==> src/verilog/bbc_pkg.sv <==
// shared constants and types for the bit/branch/call/clear execution slice
package bbc_pkg;
  localparam logic [3:0] OP_BIT_INVERT = 4'h7;
  localparam logic [7:0] OP_BRANCH_OVF = 8'he4;
  localparam logic [6:0] OP_ZERO_REG = 7'h35;
  localparam logic [6:0] OP_CALL_FIRST = 7'h76;
  localparam logic [3:0] OP_CALL_SECOND = 4'hf;
  localparam int BIT_IDX_LSB = 9;
  localparam int BANK_SEL_POS = 8;
  localparam int SHADOW_POS = 8;
  localparam logic [20:0] PC_RESET = 21'h000000;
  localparam logic [20:0] PC_STEP = 21'h000002;
  localparam logic [20:0] CALL_RET_STEP = 21'h000004;
  localparam logic [7:0] BYTE_ZERO = 8'h00;
  localparam logic [3:0] BANK_RESET = 4'h0;
  localparam int STACK_DEPTH = 31;
  localparam int STACK_AW = 5;
  localparam int DMEM_AW = 12;
  typedef enum logic [2:0] {
    ST_FETCH,
    ST_READ,
    ST_WRITE,
    ST_FLUSH,
    ST_CALL2
  } bbc_state_t;
endpackage

==> src/verilog/bbc_stack_if.sv <==
// push port between the sequencer and the return-address stack
`timescale 1ns/1ps
interface bbc_stack_if;
  logic push;
  logic [20:0] push_data;
  logic [20:0] top_data;
  logic [4:0] depth;
  modport core (output push, output push_data, input top_data, input depth);
  modport mem (input push, input push_data, output top_data, output depth);
endinterface

==> src/verilog/bbc_stack.sv <==
// hardware return-address stack with registered top-of-stack read
`timescale 1ns/1ps
module bbc_stack (
  input wire logic clk,
  input wire logic resetn,
  bbc_stack_if.mem sif
);
  logic [20:0] mem_q [bbc_pkg::STACK_DEPTH];
  logic [bbc_pkg::STACK_AW-1:0] ptr_q, ptr_d;
  logic [20:0] top_q, top_d;

  // next pointer and top; pushes past full wrap, matching a simple core
  always_comb begin
    ptr_d = ptr_q;
    top_d = top_q;
    if (sif.push) begin
      ptr_d = ptr_q + 5'h01;
      top_d = sif.push_data;
    end
  end

  always_ff @(posedge clk) begin
    if (!resetn) begin
      ptr_q <= 5'h00;
      top_q <= bbc_pkg::PC_RESET;
    end else begin
      ptr_q <= ptr_d;
      top_q <= top_d;
    end
  end

  // storage carries no reset, only data
  always_ff @(posedge clk) begin
    if (sif.push && ptr_q < 5'(bbc_pkg::STACK_DEPTH)) begin
      mem_q[ptr_q] <= sif.push_data;
    end
  end

  assign sif.top_data = top_q;
  assign sif.depth = ptr_q;
endmodule

==> src/verilog/bbc_core.sv <==
// execution sequencer for bit invert, overflow branch, call and register zeroing
`timescale 1ns/1ps
module bbc_core (
  input wire logic clk,
  input wire logic resetn,
  input wire logic q_tick,
  input wire logic [15:0] instr_word,
  input wire logic [7:0] dmem_rdata,
  input wire logic ovf_flag,
  input wire logic [7:0] accumulator,
  input wire logic [7:0] flags_in,
  input wire logic [3:0] bank_pointer,
  input wire logic [7:0] access_bank_base,
  output logic [20:0] program_counter,
  output logic [bbc_pkg::DMEM_AW-1:0] dmem_addr,
  output logic [7:0] dmem_wdata,
  output logic dmem_we,
  output logic zero_set,
  output logic [7:0] accumulator_shadow,
  output logic [7:0] flags_shadow,
  output logic [3:0] bank_shadow,
  output logic [20:0] stack_top,
  output logic [4:0] stack_depth,
  output logic illegal_op
);
  // carrier between the sequencer and the return-address stack
  bbc_stack_if sif ();

  // sequencer state
  bbc_pkg::bbc_state_t state_q;
  bbc_pkg::bbc_state_t state_d;

  // program counter, always word aligned
  logic [20:0] pc_q;
  logic [20:0] pc_d;

  // first call word, kept until the second word arrives
  logic [20:0] call_pc_q;
  logic [20:0] call_pc_d;
  logic [7:0] call_lo_q;
  logic [7:0] call_lo_d;
  logic call_shadow_q;
  logic call_shadow_d;

  // bit index of a pending invert
  logic [2:0] bit_sel_q;
  logic [2:0] bit_sel_d;

  // data memory port
  logic [bbc_pkg::DMEM_AW-1:0] addr_q;
  logic [bbc_pkg::DMEM_AW-1:0] addr_d;
  logic [7:0] wdata_q;
  logic [7:0] wdata_d;
  logic we_q;
  logic we_d;

  // one-cycle status pulses
  logic zero_q;
  logic zero_d;
  logic illegal_q;
  logic illegal_d;

  // shadow copies taken on a call
  logic [7:0] acc_sh_q;
  logic [7:0] acc_sh_d;
  logic [7:0] flags_sh_q;
  logic [7:0] flags_sh_d;
  logic [3:0] bank_sh_q;
  logic [3:0] bank_sh_d;

  // stack push, same edge as the pc load so both land together
  logic push_d;
  logic [20:0] push_data_d;

  // data address from the 8-bit field and the bank-select flag
  // below the access boundary the low page is used, at or above it the high page
  function automatic logic [bbc_pkg::DMEM_AW-1:0] data_addr(
    input logic [7:0] f,
    input logic use_bank,
    input logic [3:0] bank,
    input logic [7:0] base
  );
    logic [3:0] page;
    if (use_bank) begin
      page = bank;
    end else if (f < base) begin
      page = 4'h0;
    end else begin
      page = 4'hf;
    end
    return {page, f};
  endfunction

  // incremented pc plus twice the signed offset
  function automatic logic [20:0] branch_target(
    input logic [20:0] pc,
    input logic [7:0] n
  );
    return pc + bbc_pkg::PC_STEP + {{12{n[7]}}, n, 1'b0};
  endfunction

  // one pc step past the current word
  function automatic logic [20:0] next_pc(
    input logic [20:0] pc
  );
    return pc + bbc_pkg::PC_STEP;
  endfunction

  // decode and sequencing; ticks arriving while a read-modify-write
  // is still in flight are lost, so ticks must be at least 3 clocks apart
  always_comb begin
    state_d = state_q;
    pc_d = pc_q;
    call_pc_d = call_pc_q;
    call_lo_d = call_lo_q;
    call_shadow_d = call_shadow_q;
    bit_sel_d = bit_sel_q;
    addr_d = addr_q;
    wdata_d = wdata_q;
    we_d = 1'b0;
    zero_d = 1'b0;
    illegal_d = 1'b0;
    acc_sh_d = acc_sh_q;
    flags_sh_d = flags_sh_q;
    bank_sh_d = bank_sh_q;
    push_d = 1'b0;
    push_data_d = call_pc_q + bbc_pkg::CALL_RET_STEP;
    case (state_q)
      bbc_pkg::ST_FETCH: begin
        if (q_tick) begin
          if (instr_word[15:12] == bbc_pkg::OP_BIT_INVERT) begin
            // read phase follows; write lands before the next tick
            addr_d = data_addr(instr_word[7:0], instr_word[bbc_pkg::BANK_SEL_POS],
              bank_pointer, access_bank_base);
            bit_sel_d = instr_word[bbc_pkg::BIT_IDX_LSB +: 3];
            pc_d = next_pc(pc_q);
            state_d = bbc_pkg::ST_READ;
          end else if (instr_word[15:8] == bbc_pkg::OP_BRANCH_OVF) begin
            if (ovf_flag) begin
              pc_d = branch_target(pc_q, instr_word[7:0]);
              state_d = bbc_pkg::ST_FLUSH;
            end else begin
              pc_d = next_pc(pc_q);
            end
          end else if (instr_word[15:9] == bbc_pkg::OP_ZERO_REG) begin
            addr_d = data_addr(instr_word[7:0], instr_word[bbc_pkg::BANK_SEL_POS],
              bank_pointer, access_bank_base);
            wdata_d = bbc_pkg::BYTE_ZERO;
            we_d = 1'b1;
            zero_d = 1'b1;
            pc_d = next_pc(pc_q);
            state_d = bbc_pkg::ST_WRITE;
          end else if (instr_word[15:9] == bbc_pkg::OP_CALL_FIRST) begin
            call_pc_d = pc_q;
            call_lo_d = instr_word[7:0];
            call_shadow_d = instr_word[bbc_pkg::SHADOW_POS];
            pc_d = next_pc(pc_q);
            state_d = bbc_pkg::ST_CALL2;
          end else begin
            illegal_d = 1'b1;
            pc_d = next_pc(pc_q);
          end
        end
      end
      bbc_pkg::ST_READ: begin
        // only the selected bit changes
        wdata_d = dmem_rdata ^ (8'h01 << bit_sel_q);
        we_d = 1'b1;
        state_d = bbc_pkg::ST_WRITE;
      end
      bbc_pkg::ST_WRITE: begin
        state_d = bbc_pkg::ST_FETCH;
      end
      bbc_pkg::ST_FLUSH: begin
        // prefetched word is dropped, pc already holds the target
        if (q_tick) begin
          state_d = bbc_pkg::ST_FETCH;
        end
      end
      bbc_pkg::ST_CALL2: begin
        if (q_tick) begin
          if (instr_word[15:12] == bbc_pkg::OP_CALL_SECOND) begin
            push_d = 1'b1;
            pc_d = {instr_word[11:0], call_lo_q, 1'b0};
            if (call_shadow_q) begin
              acc_sh_d = accumulator;
              flags_sh_d = flags_in;
              bank_sh_d = bank_pointer;
            end
          end else begin
            // a broken pair is refused rather than half executed
            illegal_d = 1'b1;
            pc_d = next_pc(pc_q);
          end
          state_d = bbc_pkg::ST_FETCH;
        end
      end
      default: begin
        state_d = bbc_pkg::ST_FETCH;
      end
    endcase
  end

  // registers only; synchronous reset
  always_ff @(posedge clk) begin
    if (!resetn) begin
      state_q <= bbc_pkg::ST_FETCH;
      pc_q <= bbc_pkg::PC_RESET;
      call_pc_q <= bbc_pkg::PC_RESET;
      call_lo_q <= bbc_pkg::BYTE_ZERO;
      call_shadow_q <= 1'b0;
      bit_sel_q <= 3'h0;
      addr_q <= 12'h000;
      wdata_q <= bbc_pkg::BYTE_ZERO;
      we_q <= 1'b0;
      zero_q <= 1'b0;
      illegal_q <= 1'b0;
      acc_sh_q <= bbc_pkg::BYTE_ZERO;
      flags_sh_q <= bbc_pkg::BYTE_ZERO;
      bank_sh_q <= bbc_pkg::BANK_RESET;
    end else begin
      state_q <= state_d;
      pc_q <= pc_d;
      call_pc_q <= call_pc_d;
      call_lo_q <= call_lo_d;
      call_shadow_q <= call_shadow_d;
      bit_sel_q <= bit_sel_d;
      addr_q <= addr_d;
      wdata_q <= wdata_d;
      we_q <= we_d;
      zero_q <= zero_d;
      illegal_q <= illegal_d;
      acc_sh_q <= acc_sh_d;
      flags_sh_q <= flags_sh_d;
      bank_sh_q <= bank_sh_d;
    end
  end

  // return-address stack
  bbc_stack u_stack (
    .clk(clk),
    .resetn(resetn),
    .sif(sif)
  );

  // stack request is combinational inside the block only
  assign sif.push = push_d;
  assign sif.push_data = push_data_d;

  // outputs straight from flops
  assign program_counter = pc_q;
  assign dmem_addr = addr_q;
  assign dmem_wdata = wdata_q;
  assign dmem_we = we_q;
  assign zero_set = zero_q;
  assign accumulator_shadow = acc_sh_q;
  assign flags_shadow = flags_sh_q;
  assign bank_shadow = bank_sh_q;
  assign stack_top = sif.top_data;
  assign stack_depth = sif.depth;
  assign illegal_op = illegal_q;
endmodule

==> config.mk <==
export PLATFORM = sky130hd
export DESIGN_NAME = bbc_core
export DESIGN_NICKNAME = d
export VERILOG_FILES = /design/src/verilog/bbc_pkg.sv /design/src/verilog/bbc_stack_if.sv /design/src/verilog/bbc_stack.sv /design/src/verilog/bbc_core.sv
export SDC_FILE = /design/constraint.sdc
export NUM_CORES = 1
export LEC_CHECK = 0
export ABC_AREA = 1
export BUFFER_PORTS_ARGS = -buffer_cell sky130_fd_sc_hd__buf_2
export CORE_UTILIZATION = 40
export DETAILED_ROUTE_END_ITERATION = 16
export SKIP_CTS_REPAIR_TIMING = 1
export SYNTH_ARGS = -nofsm -noshare
export SYNTH_HDL_FRONTEND = slang
export SYNTH_SLANG_ARGS = --single-unit
==> constraint.sdc <==
create_clock -name clk -period 7 [get_ports clk]
set_input_delay 1.4 -clock clk [delete_from_list [all_inputs] [get_ports clk]]
set_output_delay 1.4 -clock clk [all_outputs]
set_load 0.01 [all_outputs]
# Word level (Yosys, flattened, before mapping)

Index checks and enable logic that the tools add are counted.

Output and inout port bits: 90
Register bits: 126
Input port bits: 56
Word-level logic and storage cells: 97

Shift operators: 1
Mux-type cells: 41
Reduce and logical (&&, ||, !) cells: 13
$lt $le $gt $ge: 1
Eq/ne operators: 17
Add/subtract/negate cells: 4
Bitwise operators: 4

Operator list:

| cell                    | number |
|---|---|
| $mux W21                | 6 |
| $pmux W21 S2            | 1 |
| $mux W12                | 3 |
| $mux W8                 | 4 |
| $add A21 B2 Y21 const B | 1 |
| $add A21 B21 Y21        | 1 |
| $add A21 B3 Y21 const B | 1 |
| $mux W3                 | 7 |
| $pmux W8 S2             | 1 |
| $mux W1                 | 14 |
| $ne A2 B2 Y1 const B    | 6 |
| $reduce_and A4 Y1       | 3 |
| $pmux W3 S3             | 1 |
| $eq A8 B8 Y1 const B    | 1 |
| $lt A8 B8 Y1            | 1 |
| $mux W4                 | 2 |
| $shl A1 B3 Y8 const A   | 1 |
| $xor A8 B8 Y8           | 1 |
| $eq A7 B6 Y1 const B    | 1 |
| $eq A7 B7 Y1 const B    | 1 |
| $reduce_and A3 Y1       | 2 |
| $reduce_and A6 Y1       | 1 |
| $reduce_bool A2 Y1      | 3 |
| $add A5 B1 Y5 const B   | 1 |
| 14 further kinds        | 17 |

# Longest topological paths before layout

Gate-level depths: netlist of the first run.

Depth in word-level cells: 7
Gate-level depth with buffers: 20
Depth with buffers taken out: 20

# Modules after synthesis

A second synthesis of the first run with hierarchy kept.

Cells, all modules: 1115
Area, all modules: 7616.1 um^2

By module, submodules not included:

| module    | seq. area each (um^2) | cells an instance | area an instance (um^2) | times used |
|---|---|---|---|---|
| bbc_core  | 1961.9                | 995               | 6636.4                  | 1 |
| bbc_stack | 520.5                 | 120               | 979.7                   | 1 |

# Worst setup path after synthesis of the first run

No wires, ideal clock.

Path kind: input port to flip-flop
From: in instr_word[0]
To: reg pc_q[13] (netlist: program_counter[13])
Setup time: 0.122 ns
Data required time: 6.878 ns
Data arrival time: 2.758 ns
Path buffers: 0
Path slack: 4.121 ns
Stages: 11
Path through: ha_1 -> fa_1 -> nand3_1 -> nand2_1 -> nand2_1 -> nand2_1 -> nand2_1 -> nand2_1 -> xor2_1 -> o21ai_0 -> a21oi_1

Word-level cells in the longest chain between the ends: 6

RTL lines:

| element                | line            | source |
|---|---|---|
| start: declaration     | bbc_core.sv:7   | `input wire logic [15:0] instr_word,` |
| $add A21 B21 Y21       | bbc_core.sv:99  | `return pc + bbc_pkg::PC_STEP + {{12{n[7]}}, n, 1'b0};` |
| $mux W21               | bbc_core.sv:139 | `if (ovf_flag) begin` |
| $mux W21               | bbc_core.sv:138 | `end else if (instr_word[15:8] == bbc_pkg::OP_BRANCH_OVF) begin` |
| $mux W21               | bbc_core.sv:131 | `if (instr_word[15:12] == bbc_pkg::OP_BIT_INVERT) begin` |
| $mux W21               | bbc_core.sv:130 | `if (q_tick) begin` |
| $pmux W21 S2           | bbc_core.sv:128 | `case (state_q)` |
| end signal: assignment | bbc_core.sv:208 | `pc_q <= bbc_pkg::PC_RESET;` |
| end signal: assignment | bbc_core.sv:223 | `pc_q <= pc_d;` |
| end: declaration       | bbc_core.sv:34  | `logic [20:0] pc_q;` |

No other way between the ends. The select of a mux whose other input is x is not followed.
A chain may end at the register's enable or synchronous reset.

# Worst setup path after layout of the first run

From: in instr_word[14]
To: reg bank_sh_q[2] (netlist: bank_shadow[2])

Word-level cells in the longest chain between the ends: 2

RTL lines:

| element                            | line            | source |
|---|---|---|
| $eq A4 B4 Y1                       | bbc_core.sv:182 | `if (instr_word[15:12] == bbc_pkg::OP_CALL_SECOND) begin` |
| $reduce_and A4 Y1 (no source line) | --              |  |
| end signal: assignment             | bbc_core.sv:220 | `bank_sh_q <= bbc_pkg::BANK_RESET;` |
| end signal: assignment             | bbc_core.sv:235 | `bank_sh_q <= bank_sh_d;` |
| end: declaration                   | bbc_core.sv:68  | `logic [3:0] bank_sh_q;` |

No other way between the ends.

==> reports/qor.yml, run 1 <==
status: "completed"
grt_max_degree: 108
power_density_nw_per_um2: 284
cp_max_fo: 36
cts_root_buf: "clkbuf_16"
intPower_uw: 1540
gp_congestion: 0.866
end_kind: "flip-flop"
place_inst: 1418
vias_per_cell: 5.13
register_area_um2: 2460
area_growth_syn_to_layout_pct: 19.3
p_clk_frac: 0.364
diodes: 0
yosys_register_bits: 123
pwr-share-comb: 0.296
period_minus_slack_ns: 3.89
stdcell_count: 1450
numCtsBuffers: 17
power.leakage_uw: 0.00413
r2r_cells: 18
synth_fa_ha_area_frac: 0.0589
synth_top_family_by_area: "simple AND/OR/NAND/NOR gates"
ys_seq_area_frac: 0.335
core-area_um2: 18000
grt_overflow_total: 0
n_fill_cell: 1869
synth_area_um2: 7350
muxShareOfSynthArea: 0
syn_avg_cell_area_um2: 6.78
cts.sinks: 123
grtUsageTotal: 0.234
required_ns: 7.32
p_total_uw: 2490
initial_core_util: 0.409
switching_power_uw: 943
synthArstFlopShare: 0
stdcell_area_um2: 8780
die-area_um2: 18900
post-route-period-util: 0.556
rsz0062_at_grt: "false"
setup_tns_ns: 0
worst_pin_slew_ns: 0.995
clockBufferDepth: 2
first_global_vias: 6600
ff2ff_setup_slack_ns: 3.38
vias: 7432
nets: 1298
wl_per_cell_um: 15.1
grt_first_pass_wirelength_um: 34100
rows: 49
syn_inst: 1085
drt_iter0_markers: 515
clock.fmax_mhz: 257
maxSlewHeadroom: 0.336
power_frac_seq: 0.340
first_pass_iters: 7
htree_levels: 4
cts_tree: "done"
timing.setup.critical_path_class: "primary input to flip-flop"
hp-class: "flip-flop to flip-flop"
worstSetupStartpointType: "primary input"
fin_skew_ns: 0.0100
yosysTopAreaCell: "dfxtp_1"
cap_violations: 0
synth_top_area_frac: 0.335
switching_share: 0.379
arrival_ns: 4.21
grt_antenna_before_repair: 0
synth.area.top_cells: "dfxtp_1 (33%), o21ai_0 (8.9%), nand2_1 (8.8%), a21oi_1 (8.4%), inv_1 (6.7%)"
synth-xor-area-share: 0.0391
synthSimpleGateAreaFrac: 0.245
dpl.hpwl_um: 16000
port_buffers: 143
pin_count: 146
die_w_um: 138
min_path_cells: 2
clk_latency_ns: 0.43
detail-route-antenna-nets: 0
synth_compound_area_frac: 0.221
synth-edff-count: 0
path_clk_slew_ns: 0.06
drv_slew: 0
drc: 0
utilization: 0.489
wl_um: 21800
synth_warnings: 0
postPlaceCellArea_um2: 8170
synth_cell_types: 47
hold_violations: 0
ir_drop_mv: 0.221
setup_viol: 0
multiInputGateArea_um2: 4160
ys.flop_type: "dfxtp_1"
die_h_um: 138
drive_above_1_share: 0.172
==> worst paths after layout <==
kind / start / end
setup reg to reg: program_counter[1]$_SDFFE_PN0P_ / program_counter[16]$_SDFFE_PN0P_
hold / removal: call_lo_q[4]$_SDFFE_PN0P_ / call_lo_q[4]$_SDFFE_PN0P_
setup / recovery: instr_word[14] / bank_shadow[2]$_SDFFE_PN0P_
hold reg to reg: call_lo_q[4]$_SDFFE_PN0P_ / call_lo_q[4]$_SDFFE_PN0P_
==> power by group through the flow <==
stage	Clock (µW)	Sequential (µW)	Combinational, µW
after floorplan	0	841	501
after global placement	0	861	723
after detailed placement	0	858	723
after CTS	918	843	728
after global routing	957	852	825
final	906	845	737
==> cell type report <==
type | instances | area share
flip-flops and latches | 123 | 0.281
inverters | 143 | 0.0612
clock buffers | 17 | 0.0485
clock inverters | 15 | 0.0204
repair buffers | 144 | 0.0824
multi-input cells | 779 | 0.474
well taps | 229 | 0.0326
==> logic make-up (layout without fill, tap and decap cells) <==
group	Yosys count	after routing
AOI/OAI and AO/OA	303	303
xor gates and xnor gates	32	32
adders and majority gates	34	34
buffers and inverters	184	319
DFF	123	123
other	1	2
and+or+nand+nor	408	408
==> critical path: stages <==
cell and delay (ns):
buf_2 0.08, nand3_1 0.14, nor2_1 0.26, nand2_1 0.31, nor2_4 0.65, inv_2 0.28, nor2_4 0.41, inv_1 0.39
nor2_1 0.20, nor2_1 0.06
==> state kept, by name (all words and copies together), names as in the netlist <==
register,count
flags_shadow,8
state_q,3
call_pc_q,20
u_stack.sif.depth,5
call_shadow_q,1
accumulator_shadow,8
call_lo_q,8
dmem_wdata,8
illegal_op,1
dmem_we,1
program_counter,20
bank_shadow,4
zero_set,1
bit_sel_q,3
u_stack.sif.top_data,20
dmem_addr,12
==> cell usage after synthesis, types with 4 or more instances <==
master,n
nand2_1,173
inv_1,132
o21ai_0,131
a21oi_1,123
dfxtp_1,123
nor2_1,120
nand3_1,58
ha_1,33
xor2_1,23
clkbuf_1,19
nor3_1,15
buf_2,13
nand4_1,13
o211ai_1,12
a31oi_1,8
inv_2,8
xnor2_1,8
a21o_1,7
nor2_4,7
o21bai_1,7
nor3_2,4
o21ai_1,4
==> routing by layer <==
layer | global-route usage | wire, µm | vias to the layer above
met5 | 0 | 0 | -
met4 | 0.103 | 645 | 0
met3 | 0.0427 | 1100 | 49
met2 | 0.351 | 9690 | 210
met1 | 0.325 | 10400 | 3329
li1 | - | - | 3844
==> per-stage QoR <==
stage                     setup WS (ns)  hold slack [ns]
after detailed placement           2.66            0.438
final                              3.11            0.450
after global routing               2.87            0.464
after CTS                          3.10            0.448
after floorplan                    4.12            0.423
after global placement             2.73            0.435
==> layout by cell type (no fill, tap or decap), types with 4 or more instances in the layout <==
cell type / synthesis / final
a31oi_1: 8 / 8
o211ai_1: 12 / 12
inv_8: 0 / 4
nor3_1: 15 / 15
a21o_1: 7 / 7
inv_1: 132 / 132
nand4_1: 13 / 13
nor2_4: 7 / 7
nand3_1: 58 / 57
o21bai_1: 7 / 7
nand2_1: 173 / 173
clkbuf_16: 0 / 17
nor3_2: 4 / 4
nor2_1: 120 / 120
xor2_1: 23 / 23
xnor2_1: 8 / 8
inv_6: 0 / 5
inv_2: 8 / 8
a21oi_1: 123 / 123
buf_2: 13 / 143
clkinvlp_4: 0 / 4
dfxtp_1: 123 / 123
o21ai_1: 4 / 4
ha_1: 33 / 33
o21ai_0: 131 / 131
(Power assumes the default switching activity.)
==> inputs of run 2 (changes only) <==
--- a/config.mk
+++ b/config.mk
@@ -5,7 +5,7 @@
 export SDC_FILE = /design/constraint.sdc
 export NUM_CORES = 1
 export LEC_CHECK = 0
-export ABC_AREA = 1
+export ABC_AREA = 0
 export BUFFER_PORTS_ARGS = -buffer_cell sky130_fd_sc_hd__buf_2
 export CORE_UTILIZATION = 40
 export DETAILED_ROUTE_END_ITERATION = 16
==> constraint.sdc (replaced) <==
create_clock -name clk -period 3.2 [get_ports clk]
set_input_delay 0.64 -clock clk [delete_from_list [all_inputs] [get_ports clk]]
set_output_delay 0.64 -clock clk [all_outputs]
set_load 0.01 [all_outputs]
==> reports/qor.yml, run 2 <==
drv_slew: 0  # unchanged
required_ns: 3.49  # was 7.32 ns
ff2ff_setup_slack_ns: 0.15  # was 3.38 ns
rows: 47  # was 49
die_w_um: 133  # was 138 µm
rsz0062_at_grt: "false"  # unchanged
diodes: 0  # unchanged
synth_area_um2: 6860  # was 7350 µm²
drive_above_1_share: 0.233  # was 0.172
post-route-period-util: 0.954
htree_levels: 4  # unchanged
die_h_um: 133  # was 138 µm
first_pass_iters: 5  # was 7
stdcell_count: 1260  # was 1450
crit_slowest_cell: "dfxtp_2"  # was nor2_4
cts_root_buf: "clkbuf_16"  # unchanged
grtUsageTotal: 0.233  # was 0.234
yosysTopAreaCell: "dfxtp_1"  # unchanged
path_clk_slew_ns: 0.06  # about the same
end_kind: "flip-flop"  # unchanged
cts_tree: "done"  # unchanged
path_cells: "buf_4 > nand4_4 > nor2_2 > and4_1 > xor2_2 > ha_1 > a21oi_1 > o21ai_0 > a21o_1 > a22o_1 > o2111a_1 > or3_1"  # was buf_2 > nand3_1 > nor2_1 > nand2_1 > nor2_4 > inv_2 > nor2_4 > inv_1 > nor2_1 > nor2_1
power_density_nw_per_um2: 461  # was 284 nW/µm²
synth-edff-count: 0  # unchanged
gp_congestion: 0.868  # was 0.866
place_inst: 1229  # was 1418
clock.fmax_mhz: 327
hold_start: "bank_shadow[2]$_SDFFE_PN0P_"  # was call_lo_q[4]$_SDFFE_PN0P_
cts.sinks: 123  # unchanged
grt_overflow_total: 0  # unchanged
vias_per_cell: 5.32  # was 5.13
min_to: "bank_shadow[2]$_SDFFE_PN0P_"  # was call_lo_q[4]$_SDFFE_PN0P_
grt_antenna_before_repair: 0  # unchanged
hold_violations: 0  # unchanged
r2r-start: "program_counter[2]$_SDFFE_PN0P_"  # was program_counter[1]$_SDFFE_PN0P_
drc: 0  # unchanged
power.leakage_uw: 0.00370  # was 0.00413 µW
syn_inst: 875  # was 1085
timing.setup.critical_path_class: "flip-flop to flip-flop"  # was primary input to flip-flop
port_buffers: 143  # unchanged
synth_cell_types: 61  # was 47
status: "completed"  # unchanged
dpl.hpwl_um: 14800  # was 16000 µm
fin_skew_ns: 0.0153  # was 0.0100 ns
synth.area.top_cells: "dfxtp_1 (36%), nand2_1 (8.5%), a21oi_1 (6.5%), ha_1 (6.0%), nor2_1 (4.4%)"  # was dfxtp_1 (33%), o21ai_0 (8.9%), nand2_1 (8.8%), a21oi_1 (8.4%), inv_1 (6.7%)
initial_core_util: 0.412  # was 0.409
synth_most_common_cell: "nand2_1"  # unchanged
numCtsBuffers: 17  # unchanged
drt_iter0_markers: 400  # was 515
ir_drop_mv: 0.349  # was 0.221 mV
cp_max_fo: 5  # was 36
min_path_cells: 2  # unchanged
setup_tns_ns: 0  # unchanged
yosys_register_bits: 123  # unchanged
final_cell_mix: "nand2_1 (156), buf_2 (143), dfxtp_1 (120), a21oi_1 (89), nor2_1 (79)"  # was nand2_1 (173), buf_2 (143), inv_1 (132), o21ai_0 (131)
r2r-end: "program_counter[17]$_SDFFE_PN0P_"  # was program_counter[16]$_SDFFE_PN0P_
grt_max_degree: 101  # was 108
arrival_ns: 3.35  # was 4.21 ns
ys_top_cells_by_count: "nand2_1 (156), dfxtp_1 (123), a21oi_1 (89), nor2_1 (80), clkbuf_1 (38)"  # was nand2_1 (173), inv_1 (132), o21ai_0 (131), a21oi_1 (123), dfxtp_1 (123)
r2r_cells: 12  # was 18
ys.flop_type: "dfxtp_1"  # unchanged
pin_count: 146  # unchanged
ys_seq_area_frac: 0.359  # was 0.335
grt_first_pass_wirelength_um: 32400  # was 34100 µm
die-area_um2: 17700  # was 18900 µm²
synthArstFlopShare: 0  # unchanged
setup_viol: 0  # unchanged
hp-class: "flip-flop to flip-flop"  # unchanged
clk_latency_ns: 0.42  # was 0.43 ns
nets: 1118  # was 1298
utilization: 0.518  # was 0.489
core-area_um2: 16600  # was 18000 µm²
period_minus_slack_ns: 3.05
first_global_vias: 6219  # was 6600
area_growth_syn_to_layout_pct: 25.7  # was 19.3%
detail-route-antenna-nets: 0  # unchanged
worstSetupStartpointType: "flip-flop"  # was primary input
n_fill_cell: 1667  # was 1869
vias: 6708  # was 7432
syn_avg_cell_area_um2: 7.84  # was 6.78 µm²
cap_violations: 0  # unchanged
wl_um: 20600  # was 21800 µm
final_common_cell: "nand2_1"  # unchanged
wl_per_cell_um: 16.3  # was 15.1 µm
clockBufferDepth: 2  # unchanged
critPathMaxStageDelay_ns: 0.38  # was 0.65 ns
worst_pin_slew_ns: 1.09  # was 0.995 ns
synth_warnings: 0  # unchanged
synth_top_area_frac: 0.359  # was 0.335
maxSlewHeadroom: 0.274  # was 0.336
-- run 2: cell types whose count changed in the layout (fill, tap and decap cells not counted), sizes merged, moves of 9 or more --
cell | before | now
inv | 149 | 21
o21ai | 135 | 38
nor2 | 130 | 82
buf | 144 | 188
a21oi | 125 | 89
nand3 | 60 | 32
a211oi | 1 | 24
nand2 | 175 | 156
xnor2 | 8 | 25
mux2i | 0 | 12
and3 | 0 | 9
o211ai | 12 | 3
or3 | 0 | 9
-- run 2: logic make-up after synthesis --
family | synth area share
compound gates | 0.197
xor+xnor | 0.0749
fa+ha+maj | 0.0631
buf+inv | 0.0461
flops | 0.359
mux | 0.0175
other cells | 0.000547
simple gates | 0.241
-- run 2: final cells by class --
type	count	area (µm²)	share of cell area
clock buffer	25	495	0.0574
clock inverter	6	86.3	0.0100
inverter	21	78.8	0.00914
multi-input combinational	677	4160	0.482
sequential	123	2470	0.286
tap	220	275	0.0319
timing repair buffer	188	1070	0.124
-- run 2: how the worst max path moves through the flow --
stage | startpoint | to | slack, ns | cells after the start
after floorplan | program_counter[2]$_SDFFE_PN0P_ | program_counter[17]$_SDFFE_PN0P_ | 0.008 | 11
after detailed placement | program_counter[2]$_SDFFE_PN0P_ | program_counter[17]$_SDFFE_PN0P_ | 0.03 | 12
after global routing | program_counter[1]$_SDFFE_PN0P_ | program_counter[20]$_SDFFE_PN0P_ | 0.02 | 14
after global placement | program_counter[2]$_SDFFE_PN0P_ | program_counter[19]$_SDFFE_PN0P_ | 0.07 | 13
after CTS | program_counter[2]$_SDFFE_PN0P_ | program_counter[17]$_SDFFE_PN0P_ | 0.01 | 12
final | program_counter[2]$_SDFFE_PN0P_ | program_counter[17]$_SDFFE_PN0P_ | 0.15 | 12
-- run 2: through the flow --
stage | power, µW | cell area, µm² | setup slack, ns | hold slack (ns)
after floorplan | 1890 | 6870 | 0.00801 | 0.432
after global placement | 2080 | 7980 | 0.0663 | 0.433
after detailed placement | 2080 | 7980 | 0.0296 | 0.443
after CTS | 3980 | 8560 | 0.0131 | 0.446
after global routing | 4110 | 8630 | 0.0164 | 0.454
final | 3970 | 8630 | 0.146 | 0.448
-- run 2: where the power goes --
part / internal [µW] / leakage, µW / switching [µW]
sequential: 1550 / 0.000995 / 25.3
clock: 1220 / 0.000283 / 686
combinational: 196 / 0.00242 / 290
-- run 2: per-layer routing --
metal  vias up  global-route usage  routed length [µm]
li1       3387                   -                   -
met1      3101               0.312                9520
met2       188               0.370                9480
met3        32              0.0479                1160
met4         0              0.0805                 427
met5         -                   0                   0
-- run 2: critical path, delay by kind of cell (launching register included) --
| family | cells | cell delay (ns) |
|---|---|---|
| AOI/OAI and AO/OA | 5 | 1.02 |
| xor gates and xnor gates | 1 | 0.21 |
| adders and majority gates | 1 | 0.26 |
| buffers and inverters | 1 | 0.14 |
| DFF | 1 | 0.38 |
| and+or+nand+nor | 4 | 0.91 |
